$ cat config.mk
export PLATFORM = sky130hd
export DESIGN_NAME = dcmc_core_ctrl
export DESIGN_NICKNAME = d
export VERILOG_FILES = /design/src/rtl/dcmc_pkg.sv /design/src/rtl/dcmc_core_ctrl.sv /design/src/rtl/dcmc_fifo.sv /design/src/rtl/dcmc_lfsr.sv
export SDC_FILE = /design/constraint.sdc
export NUM_CORES = 1
export LEC_CHECK = 0
export ABC_AREA = 1
export BUFFER_PORTS_ARGS = -buffer_cell sky130_fd_sc_hd__clkbuf_2
export CAP_MARGIN = 10
export CELL_PAD_IN_SITES_DETAIL_PLACEMENT = 1
export CELL_PAD_IN_SITES_GLOBAL_PLACEMENT = 1
export CORE_UTILIZATION = 29
export CTS_CLUSTER_DIAMETER = 100
export DETAILED_ROUTE_END_ITERATION = 7
export GPL_ROUTABILITY_DRIVEN = 0
export PLACE_DENSITY = 0.62
export SYNTH_ARGS = -nofsm -noshare
export SYNTH_HDL_FRONTEND = slang
export SYNTH_SLANG_ARGS = --single-unit
$ cat constraint.sdc
create_clock -name clk -period 5.7 [get_ports clk]
set_clock_uncertainty 0.05 [all_clocks]
set_input_delay 0.285 -clock clk [delete_from_list [all_inputs] [get_ports clk]]
set_output_delay 0.285 -clock clk [all_outputs]
set_load 0.03 [all_outputs]
$ cat src/rtl/dcmc_pkg.sv
// Shared constants and types for the converter core mode and clock control
package dcmc_pkg;
  // Register map, byte addresses on the serial port
  localparam logic [14:0] ADDR_SKEW_TRIM = 15'h007f;
  localparam logic [14:0] ADDR_DUTY_ADJ = 15'h0082;
  localparam logic [14:0] ADDR_DLL_FIRST = 15'h0090;
  localparam logic [14:0] ADDR_DLL_LAST = 15'h009b;
  localparam logic [14:0] ADDR_SHUFFLE = 15'h0151;
  localparam logic [14:0] ADDR_MODE_SEL = 15'h0152;
  localparam int DLL_NREG = 12;

  // Values after reset
  localparam logic [7:0] RST_SKEW_TRIM = 8'h00;
  localparam logic [7:0] RST_DUTY_ADJ = 8'h00;
  localparam logic [7:0] RST_DLL = 8'h00;
  localparam logic [7:0] RST_SHUFFLE = 8'h00;
  localparam logic [7:0] RST_MODE_SEL = 8'h00;

  // Field positions
  localparam int DUTY_CORR_BIT = 7;
  localparam int DUTY_OFFS_EN_BIT = 6;
  localparam int DUTY_SIGN_BIT = 4;
  localparam int SKEW_SIGN_BIT = 5;
  localparam int SHUFFLE_EN_BIT = 2;

  // Read masks: unused bits read as zero
  localparam logic [7:0] MASK_SKEW_TRIM = 8'h3f;
  localparam logic [7:0] MASK_DUTY_ADJ = 8'hdf;
  localparam logic [7:0] MASK_SHUFFLE = 8'h04;
  localparam logic [7:0] MASK_MODE_SEL = 8'h03;

  // Serial frame: read flag, 15-bit address, 8-bit data
  localparam int SPI_INSTR_BITS = 16;
  localparam int SPI_FRAME_BITS = 24;

  // Datapath
  localparam int SAMPLE_W = 16;
  localparam int FIFO_DEPTH = 4;
  localparam logic [15:0] ZERO_WORD = 16'h0000;
  localparam logic [15:0] LFSR_SEED = 16'hace1;
  localparam logic [1:0] PAIR_RISE = 2'b01;
  localparam logic [1:0] PAIR_FALL = 2'b10;

  // Core feeding modes
  typedef enum logic [1:0] {
    DCMC_NRZ = 2'b00,
    DCMC_CHOP = 2'b01,
    DCMC_RZ = 2'b10,
    DCMC_RSVD = 2'b11
  } dcmc_mode_e;

  // One half-cycle word to the switch core
  typedef struct packed {
    logic [15:0] word;
    logic [1:0] pair_en;
    logic rise_half;
  } dcmc_core_s;

  // Clock input trim settings
  typedef struct packed {
    logic duty_corr_en;
    logic duty_offs_neg;
    logic [3:0] duty_offs_mag;
    logic [4:0] cap_pos_steps;
    logic [4:0] cap_neg_steps;
  } dcmc_trim_s;
endpackage

$ cat src/rtl/dcmc_core_ctrl.sv
// Converter core feeding mode, clock trim and serial register port
// clk is the half-cycle rate of the converter clock: each rising clk edge starts one
// half-cycle, alternating rising-half and falling-half phases.
`timescale 1ns/100ps
module dcmc_core_ctrl (
  input wire logic clk,
  input wire logic rst_n,
  input wire logic [dcmc_pkg::SAMPLE_W-1:0] smp_data,
  input wire logic smp_valid,
  output logic smp_ready,
  input wire logic half_band_doubling_filter_en,
  input wire logic spi_sclk,
  input wire logic spi_csb_n,
  input wire logic spi_sdi,
  output logic spi_sdo,
  output logic spi_sdo_oe_n,
  output dcmc_pkg::dcmc_core_s core_out,
  output logic [2:0] shuffle_sel,
  output logic shuffle_en,
  output dcmc_pkg::dcmc_trim_s trim_out,
  output logic [8*dcmc_pkg::DLL_NREG-1:0] dll_cfg,
  output logic underrun
);
  import dcmc_pkg::*;

  typedef enum logic [1:0] {
    SP_IDLE = 2'b00,
    SP_INSTR = 2'b01,
    SP_DATA = 2'b10
  } dcmc_spi_e;

  // Register storage
  logic [7:0] skew_trim_r;
  logic [7:0] duty_adj_r;
  logic [7:0] shuffle_ctl_r;
  logic [7:0] mode_sel_r;
  logic [7:0] dll_r [DLL_NREG];

  // Serial pin synchronisers and filtered levels
  logic [2:0] sclk_s;
  logic [2:0] csb_s;
  logic [2:0] sdi_s;
  logic sclk_f_r;
  logic csb_f_r;
  logic sdi_f_r;
  logic sclk_rise;
  logic sclk_fall;

  // Serial engine
  dcmc_spi_e spi_st_r;
  dcmc_spi_e spi_st_nxt;
  logic [4:0] bit_cnt_r;
  logic [23:0] shift_r;
  logic [7:0] rd_shift_r;
  logic rd_flag_r;
  logic wr_strobe;
  logic [14:0] wr_addr;
  logic [7:0] wr_data;
  logic [7:0] rd_data;

  // Datapath
  logic phase_r;
  dcmc_mode_e act_mode_r;
  logic [15:0] held_r;
  logic [15:0] fifo_data;
  logic fifo_valid;
  logic fifo_pop;
  logic dbl_active;
  logic [15:0] lfsr_state;

  // Address to read value, unused bits masked
  function automatic logic [7:0] reg_read(input logic [14:0] a);
    logic [7:0] v;
    v = 8'h00;
    case (a)
      ADDR_SKEW_TRIM: v = skew_trim_r & MASK_SKEW_TRIM;
      ADDR_DUTY_ADJ: v = duty_adj_r & MASK_DUTY_ADJ;
      ADDR_SHUFFLE: v = shuffle_ctl_r & MASK_SHUFFLE;
      ADDR_MODE_SEL: v = mode_sel_r & MASK_MODE_SEL;
      default: begin
        if (a >= ADDR_DLL_FIRST && a <= ADDR_DLL_LAST) begin
          v = dll_r[4'(a - ADDR_DLL_FIRST)];
        end else begin
          v = 8'h00;
        end
      end
    endcase
    return v;
  endfunction

  // Sign-magnitude trim to per-side step counts
  function automatic logic [9:0] split_sm(input logic neg,
                                          input logic [4:0] mag);
    return neg ? {5'h00, mag} : {mag, 5'h00};
  endfunction

  // Three-stage synchronisers on the serial pins
  always_ff @(posedge clk or negedge rst_n) begin
    if (!rst_n) begin
      sclk_s <= 3'h0;
      csb_s <= 3'h7;
      sdi_s <= 3'h0;
    end else begin
      sclk_s <= {sclk_s[1:0], spi_sclk};
      csb_s <= {csb_s[1:0], spi_csb_n};
      sdi_s <= {sdi_s[1:0], spi_sdi};
    end
  end

  // Filtered levels change once stages two and three agree
  always_ff @(posedge clk or negedge rst_n) begin
    if (!rst_n) begin
      sclk_f_r <= 1'b0;
      csb_f_r <= 1'b1;
      sdi_f_r <= 1'b0;
    end else begin
      if (sclk_s[1] == sclk_s[2]) begin
        sclk_f_r <= sclk_s[2];
      end
      if (csb_s[1] == csb_s[2]) begin
        csb_f_r <= csb_s[2];
      end
      if (sdi_s[1] == sdi_s[2]) begin
        sdi_f_r <= sdi_s[2];
      end
    end
  end

  // Serial clock edges, valid only inside a frame
  assign sclk_rise = !csb_f_r && (sclk_s[1] == sclk_s[2]) &&
                     sclk_s[2] && !sclk_f_r;
  assign sclk_fall = !csb_f_r && (sclk_s[1] == sclk_s[2]) &&
                     !sclk_s[2] && sclk_f_r;

  // Frame state, next value
  always_comb begin
    spi_st_nxt = spi_st_r;
    case (spi_st_r)
      SP_IDLE: begin
        if (!csb_f_r) begin
          spi_st_nxt = SP_INSTR;
        end
      end
      SP_INSTR: begin
        if (csb_f_r) begin
          spi_st_nxt = SP_IDLE;
        end else if (sclk_rise &&
                     bit_cnt_r == 5'(SPI_INSTR_BITS - 1)) begin
          spi_st_nxt = SP_DATA;
        end
      end
      SP_DATA: begin
        if (csb_f_r) begin
          spi_st_nxt = SP_IDLE;
        end else if (sclk_rise &&
                     bit_cnt_r == 5'(SPI_FRAME_BITS - 1)) begin
          spi_st_nxt = SP_IDLE;
        end
      end
      default: spi_st_nxt = SP_IDLE;
    endcase
  end

  // Frame state register; a finished frame waits for chip select high
  always_ff @(posedge clk or negedge rst_n) begin
    if (!rst_n) begin
      spi_st_r <= SP_IDLE;
    end else if (spi_st_r == SP_IDLE && bit_cnt_r != 5'h00 && !csb_f_r) begin
      spi_st_r <= SP_IDLE;
    end else begin
      spi_st_r <= spi_st_nxt;
    end
  end

  // Bit counter and input shift register
  always_ff @(posedge clk or negedge rst_n) begin
    if (!rst_n) begin
      bit_cnt_r <= 5'h00;
      shift_r <= 24'h000000;
    end else if (csb_f_r) begin
      bit_cnt_r <= 5'h00;
    end else if (sclk_rise && spi_st_r != SP_IDLE) begin
      bit_cnt_r <= bit_cnt_r + 5'h01;
      shift_r <= {shift_r[22:0], sdi_f_r};
    end
  end

  // Read flag latched with the first instruction bit
  always_ff @(posedge clk or negedge rst_n) begin
    if (!rst_n) begin
      rd_flag_r <= 1'b0;
    end else if (csb_f_r) begin
      rd_flag_r <= 1'b0;
    end else if (sclk_rise && spi_st_r == SP_INSTR &&
                 bit_cnt_r == 5'h00) begin
      rd_flag_r <= sdi_f_r;
    end
  end

  // Write commits on the last data bit
  assign wr_strobe = sclk_rise && spi_st_r == SP_DATA && !rd_flag_r &&
                     bit_cnt_r == 5'(SPI_FRAME_BITS - 1);
  assign wr_addr = shift_r[21:7];
  assign wr_data = {shift_r[6:0], sdi_f_r};
  always_comb rd_data = reg_read({shift_r[13:0], sdi_f_r});

  // Read data: loaded after the address, shifted out on falling edges
  always_ff @(posedge clk or negedge rst_n) begin
    if (!rst_n) begin
      rd_shift_r <= 8'h00;
      spi_sdo <= 1'b0;
      spi_sdo_oe_n <= 1'b1;
    end else if (csb_f_r) begin
      spi_sdo <= 1'b0;
      spi_sdo_oe_n <= 1'b1;
    end else if (sclk_rise && spi_st_r == SP_INSTR &&
                 bit_cnt_r == 5'(SPI_INSTR_BITS - 1)) begin
      rd_shift_r <= rd_data;
    end else if (sclk_fall && spi_st_r == SP_DATA && rd_flag_r) begin
      spi_sdo <= rd_shift_r[7];
      spi_sdo_oe_n <= 1'b0;
      rd_shift_r <= {rd_shift_r[6:0], 1'b0};
    end else if (spi_st_r != SP_DATA) begin
      spi_sdo_oe_n <= 1'b1;
    end
  end

  // Control registers written from the serial port
  always_ff @(posedge clk or negedge rst_n) begin
    if (!rst_n) begin
      skew_trim_r <= RST_SKEW_TRIM;
      duty_adj_r <= RST_DUTY_ADJ;
      shuffle_ctl_r <= RST_SHUFFLE;
      mode_sel_r <= RST_MODE_SEL;
    end else if (wr_strobe) begin
      case (wr_addr)
        ADDR_SKEW_TRIM: skew_trim_r <= wr_data & MASK_SKEW_TRIM;
        ADDR_DUTY_ADJ: duty_adj_r <= wr_data & MASK_DUTY_ADJ;
        ADDR_SHUFFLE: shuffle_ctl_r <= wr_data & MASK_SHUFFLE;
        ADDR_MODE_SEL: mode_sel_r <= wr_data & MASK_MODE_SEL;
        default: ;
      endcase
    end
  end

  // Locking-loop settings, stored as loaded by the host
  always_ff @(posedge clk or negedge rst_n) begin
    if (!rst_n) begin
      for (int i = 0; i < DLL_NREG; i++) begin
        dll_r[i] <= RST_DLL;
      end
    end else if (wr_strobe && wr_addr >= ADDR_DLL_FIRST &&
                 wr_addr <= ADDR_DLL_LAST) begin
      dll_r[4'(wr_addr - ADDR_DLL_FIRST)] <= wr_data;
    end
  end

  // Locking-loop settings out to the analog loop
  always_comb begin
    for (int i = 0; i < DLL_NREG; i++) begin
      dll_cfg[8*i +: 8] = dll_r[i];
    end
  end

  // Clock input trim decode
  always_comb begin
    trim_out.duty_corr_en = duty_adj_r[DUTY_CORR_BIT];
    // Offset applies only when offset use is enabled
    if (duty_adj_r[DUTY_OFFS_EN_BIT]) begin
      trim_out.duty_offs_neg = duty_adj_r[DUTY_SIGN_BIT];
      trim_out.duty_offs_mag = duty_adj_r[3:0];
    end else begin
      trim_out.duty_offs_neg = 1'b0;
      trim_out.duty_offs_mag = 4'h0;
    end
    {trim_out.cap_pos_steps, trim_out.cap_neg_steps} =
      split_sm(skew_trim_r[SKEW_SIGN_BIT], skew_trim_r[4:0]);
  end

  // Sample FIFO between upstream datapath and core feed
  dcmc_fifo #(
    .W(SAMPLE_W),
    .D(FIFO_DEPTH)
  ) u_fifo (
    .clk(clk),
    .rst_n(rst_n),
    .in_data(smp_data),
    .in_valid(smp_valid),
    .in_ready(smp_ready),
    .out_data(fifo_data),
    .out_valid(fifo_valid),
    .out_ready(fifo_pop)
  );

  // Half-cycle phase: 0 rising half, 1 falling half
  always_ff @(posedge clk or negedge rst_n) begin
    if (!rst_n) begin
      phase_r <= 1'b0;
    end else begin
      phase_r <= ~phase_r;
    end
  end

  // Mode adopted only as a new period starts
  always_ff @(posedge clk or negedge rst_n) begin
    if (!rst_n) begin
      act_mode_r <= DCMC_NRZ;
    end else if (phase_r) begin
      act_mode_r <= dcmc_mode_e'(mode_sel_r[1:0]);
    end
  end

  // Doubling filter feeds a fresh sample every half-cycle in NRZ
  assign dbl_active = half_band_doubling_filter_en &&
                      (act_mode_r == DCMC_NRZ ||
                       act_mode_r == DCMC_RSVD);
  assign fifo_pop = !phase_r || dbl_active;

  // Sample held from the rising half for the falling half
  always_ff @(posedge clk or negedge rst_n) begin
    if (!rst_n) begin
      held_r <= ZERO_WORD;
    end else if (!phase_r) begin
      held_r <= fifo_valid ? fifo_data : ZERO_WORD;
    end
  end

  // Underrun flag for the half-cycle that found no sample
  always_ff @(posedge clk or negedge rst_n) begin
    if (!rst_n) begin
      underrun <= 1'b0;
    end else begin
      underrun <= fifo_pop && !fifo_valid;
    end
  end

  // Core word and switch pair for each half-cycle
  always_ff @(posedge clk or negedge rst_n) begin
    if (!rst_n) begin
      core_out.word <= ZERO_WORD;
      core_out.pair_en <= PAIR_RISE;
      core_out.rise_half <= 1'b0;
    end else begin
      core_out.rise_half <= !phase_r;
      core_out.pair_en <= phase_r ? PAIR_FALL : PAIR_RISE;
      if (!phase_r) begin
        core_out.word <= fifo_valid ? fifo_data : ZERO_WORD;
      end else begin
        case (act_mode_r)
          DCMC_RZ: core_out.word <= ZERO_WORD;
          DCMC_CHOP: core_out.word <= ~held_r;
          default: begin
            if (dbl_active) begin
              core_out.word <= fifo_valid ? fifo_data : ZERO_WORD;
            end else begin
              core_out.word <= held_r;
            end
          end
        endcase
      end
    end
  end

  // Random source advanced once per sample
  dcmc_lfsr u_lfsr (
    .clk(clk),
    .rst_n(rst_n),
    .advance(fifo_pop),
    .state(lfsr_state)
  );

  // Shuffle selection for the most significant current cells
  always_ff @(posedge clk or negedge rst_n) begin
    if (!rst_n) begin
      shuffle_sel <= 3'h0;
      shuffle_en <= 1'b0;
    end else begin
      shuffle_en <= shuffle_ctl_r[SHUFFLE_EN_BIT];
      shuffle_sel <= shuffle_ctl_r[SHUFFLE_EN_BIT] ?
                     lfsr_state[2:0] : 3'h0;
    end
  end
endmodule

$ cat src/rtl/dcmc_fifo.sv
// Sample FIFO with valid/ready on both sides
`timescale 1ns/100ps
module dcmc_fifo #(
  parameter int W = 16,
  parameter int D = 4
) (
  input wire logic clk,
  input wire logic rst_n,
  input wire logic [W-1:0] in_data,
  input wire logic in_valid,
  output logic in_ready,
  output logic [W-1:0] out_data,
  output logic out_valid,
  input wire logic out_ready
);
  localparam int AW = $clog2(D);
  logic [W-1:0] mem [D];
  logic [AW-1:0] wr_ptr_r;
  logic [AW-1:0] rd_ptr_r;
  logic [AW:0] count_r;
  logic push;
  logic pop;

  // Honest full and empty from the fill count
  assign in_ready = (count_r != D[AW:0]);
  assign out_valid = (count_r != '0);
  assign push = in_valid & in_ready;
  assign pop = out_valid & out_ready;
  assign out_data = mem[rd_ptr_r];

  // Storage
  always_ff @(posedge clk) begin
    if (push) begin
      mem[wr_ptr_r] <= in_data;
    end
  end

  // Pointers and count
  always_ff @(posedge clk or negedge rst_n) begin
    if (!rst_n) begin
      wr_ptr_r <= '0;
      rd_ptr_r <= '0;
      count_r <= '0;
    end else begin
      if (push) begin
        wr_ptr_r <= (wr_ptr_r == AW'(D - 1)) ? '0 : wr_ptr_r + 1'b1;
      end
      if (pop) begin
        rd_ptr_r <= (rd_ptr_r == AW'(D - 1)) ? '0 : rd_ptr_r + 1'b1;
      end
      if (push && !pop) begin
        count_r <= count_r + 1'b1;
      end else if (pop && !push) begin
        count_r <= count_r - 1'b1;
      end
    end
  end
endmodule

$ cat src/rtl/dcmc_lfsr.sv
// Pseudo-random source for current-cell shuffling
`timescale 1ns/100ps
module dcmc_lfsr (
  input wire logic clk,
  input wire logic rst_n,
  input wire logic advance,
  output logic [15:0] state
);
  import dcmc_pkg::*;
  logic [15:0] state_r;

  // Galois LFSR, taps 16,14,13,11
  always_ff @(posedge clk or negedge rst_n) begin
    if (!rst_n) begin
      state_r <= LFSR_SEED;
    end else if (advance) begin
      state_r <= {1'b0, state_r[15:1]} ^ (state_r[0] ? 16'hb400 : 16'h0000);
    end
  end

  assign state = state_r;
endmodule

==> run metrics <==
Hold Path Sink core_out[15]; cell count of the worst reg-to-reg path 10; mux contribution to synthesized area 1.022%; worst ir drop on vdd 0.2888 mV; Cells after Synth 1451; r2r startpoint act_mode_r[0]; outcome finished, final reports clean; port buffer count 161; Setup WS post-layout 2.193 ns; Worst path max stage delay 0.67 ns; Slew @ Worst Pin 1.048 ns; worst path cell trace ha_1 > nand2_1 > nand2_1 > nand2_1 > ha_1 > inv_1 > fa_1 > a21oi_1 > o21ai_0 > xor2_1; Setup TNS Final 0 ns; R2R Path End u_fifo.count_r[2]; Initial Util 29.63%; Clock Tree Root clkbuf_16; Min-Delay Path Class in -> reg; pre-CTS setup slack 2.150 ns; filler cell count 5194; CP top delay family simple AND/OR/NAND/NOR gates; worst skew pair latency 0.55 ns; CP required 6.06 ns; WP depth 10; post-route ant nets 0; max cap viols 0; first-pass GRT wire length 62.37 mm; Ant. Diodes 0; commonest cells after routing, fill and taps aside nand2_1 (407), dfrtp_1 (215), nor2_1 (173); RSZ-0062 raised after global routing false; 1st-pass router iterations 5; Critical Path End Type flip-flop; floorplan die width 215.5 um; Syn Area/Cell 9.109 sq um; gr usage total 17.30%; leading area contributor after synthesis dfrtp_1; proportion of layout cells with a drive suffix above 1 20.00%; total grt overflow 0; Tmin final 3.507 ns; CTS Sinks 293; CTS buffer count 36; Reg2Reg Setup Slack 2.19 ns; Worst-path clk slew 0.06 ns; DRC viols 0; Max Used Layer met4; num rows 77; via count 10500; most frequent cell on the critical path nand2_1; Netlist Area Pre-Place 0.01322 sq mm; Max transition margin 30.04%; crit path launch type flip-flop; final wirelength 39.39 mm; Worst Path Arrival 3.87 ns; commonest non-fill, non-tap cell in the layout nand2_1; # IOs 162; Slowest-stage cell, CP nand2_1; initial antenna violation count 0; Met3 Wirelength 1.550 mm; maximum clock frequency 0.2851 GHz; HPWL after DPL 27.06 mm; DIE HEIGHT 215.5 um; Core Area 0.04461 sq mm; vias in the first global route 10710; Worst Path Max Fanout 25; PD cells 417.4 mW/mm^2; area share of the largest cell type after synthesis 40.70%; DRT met1 WL 17.65 mm; CTS tree yes; register area share after synthesis 58.03%; wire length on met2 19.00 mm; PostCTS Resize Cnt 0; leading post-synthesis cells by cell area dfrtp_1 (41%), edfxtp_1 (15%), nand2_1 (12%); number of synthesized register bits 293; largest net degree at the start of global routing 126; Max clock buf depth 3; hold-critical path depth 5; Compound-Gate Fraction of Synth Area 10.91%; H-tree depth 2; die footprint 0.04644 sq mm; YS warnings 0; Slew Viols, Final 0; period utilisation layout 61.53%; final setup vio count 0; nets 1644; Final Util 35.49%; detail-routed via count per cell 4.714; Final Hold Violating Endpoints 0; CP startpoint act_mode_r[0]; net count after synthesis 1485; post-synthesis simple-gate area fraction 22.37%; main combinational cell family by area after synthesis simple AND/OR/NAND/NOR gates; Pleak 7.266 nW; DR iter-0 viols 588; Adder-Cell Fraction of Synth Area 1.325%; Hold Crit Start half_band_doubling_filter_en; WP buf/inv 1; routed len/inst 17.69 um; post-synthesis cell type count 45; P&R area growth vs syn 19.77%; XOR/XNOR Fraction of Synth Area 0.3313%; WS Path Type reg -> reg
==> flip-flops by register name (all words and copies together) (netlist names), 6 cells and up <==
signal	count
u_lfsr.state	16
held_r	16
skew_trim_r	6
rd_shift_r	8
duty_adj_r	7
u_fifo.mem	64
dll_cfg	96
shift_r	22
core_out	19
==> cells in the mapped netlist, drive strengths merged <==
library cell and number:
dfstp 14, xnor2 4, or2 2, fa 1
xor2 1, nand4 13, nor4 3, ha 10
o31ai 1, nand3 63, o22ai 18, mux2 12
edfxtp 64, nand2 414, clkinv 2, clkbuf 44
nor2 186, maj3 3, nor3b 1, a32o 3
dfrtp 215, o21ai 206, a21oi 24, inv 112
o21bai 1, buf 24, nor3 7, a311oi 1
o211ai 1, a211oi 1
==> power by group <==
part / switching [mW] / leakage [nW] / total [mW] / internal, mW
Sequential: 0.224 / 3.60 / 2.75 / 2.52
Clock: 0.907 / 0.563 / 2.22 / 1.31
Combinational: 1.18 / 3.10 / 1.64 / 0.459
Total: 2.31 / 7.27 / 6.61 / 4.29
==> stage by stage <==
| step | instance area (sq um) | total power [mW] | instances | hold WS [ns] |
|---|---|---|---|---|
| floorplan | 13220 | 3.855 | 1451 | -0.06059 |
| finish | 15830 | 6.607 | 2227 | 0.2175 |
| detailed placement | 14490 | 4.448 | 2144 | 0.2926 |
| global route | 15830 | 6.996 | 2227 | 0.2559 |
| global placement | 14490 | 4.390 | 2144 | 0.2869 |
| CTS | 15830 | 6.726 | 2227 | 0.1851 |
==> layout make-up <==
class                           count  area [sq um]  area share, %
Timing Repair Buffer              189          1089          6.876
Clock inverter                      9         58.81         0.3715
Inverter                          114         429.2          2.711
Clock buffer                       54          1080          6.821
Sequential cell                   293          7670          48.45
Multi-Input combinational cell    976          4763          30.09
Tap cell                          592         740.7          4.679
==> how the worst max path moves through the flow <==
stage	end	slack, ns
after global routing	u_fifo.count_r[2]	1.87
final	u_fifo.count_r[2]	2.19
after detailed placement	u_fifo.count_r[2]	2.15
after CTS	u_fifo.count_r[2]	2.15
after floorplan	u_fifo.count_r[2]	3.39
after global placement	u_fifo.count_r[2]	2.24
==> timing repair <==
| item | 4_1_cts | 5_1_grt |
|---|---|---|
| endpoints found under the hold margin | 162 | 0 |
| hold buffers | 20 | 0 |
| buffers inserted | 0 | 0 |
==> cell families (layout without fill, tap and decap cells) <==
kind of cell / Yosys count / after routing
compound gates: 256 / 256
fa+ha+maj: 14 / 14
simple gates: 689 / 689
xor+xnor: 5 / 5
mux: 12 / 12
buf+inv: 182 / 366
flops: 293 / 293
==> per-layer routing <==
layer	vias to the layer above	GRT usage, %
met5	-	0
met4	0	6.359
met3	64	2.946
met2	217	28.75
met1	5181	22.55
li1	5036	-
==> tightest hold or removal path: cells and delay by family <==
family | cells | cell delay (ns)
buf+inv | 1 | 0.12
simple gates | 2 | 0.11
compound gates | 2 | 0.24
Power figures use the tool's default switching activity.
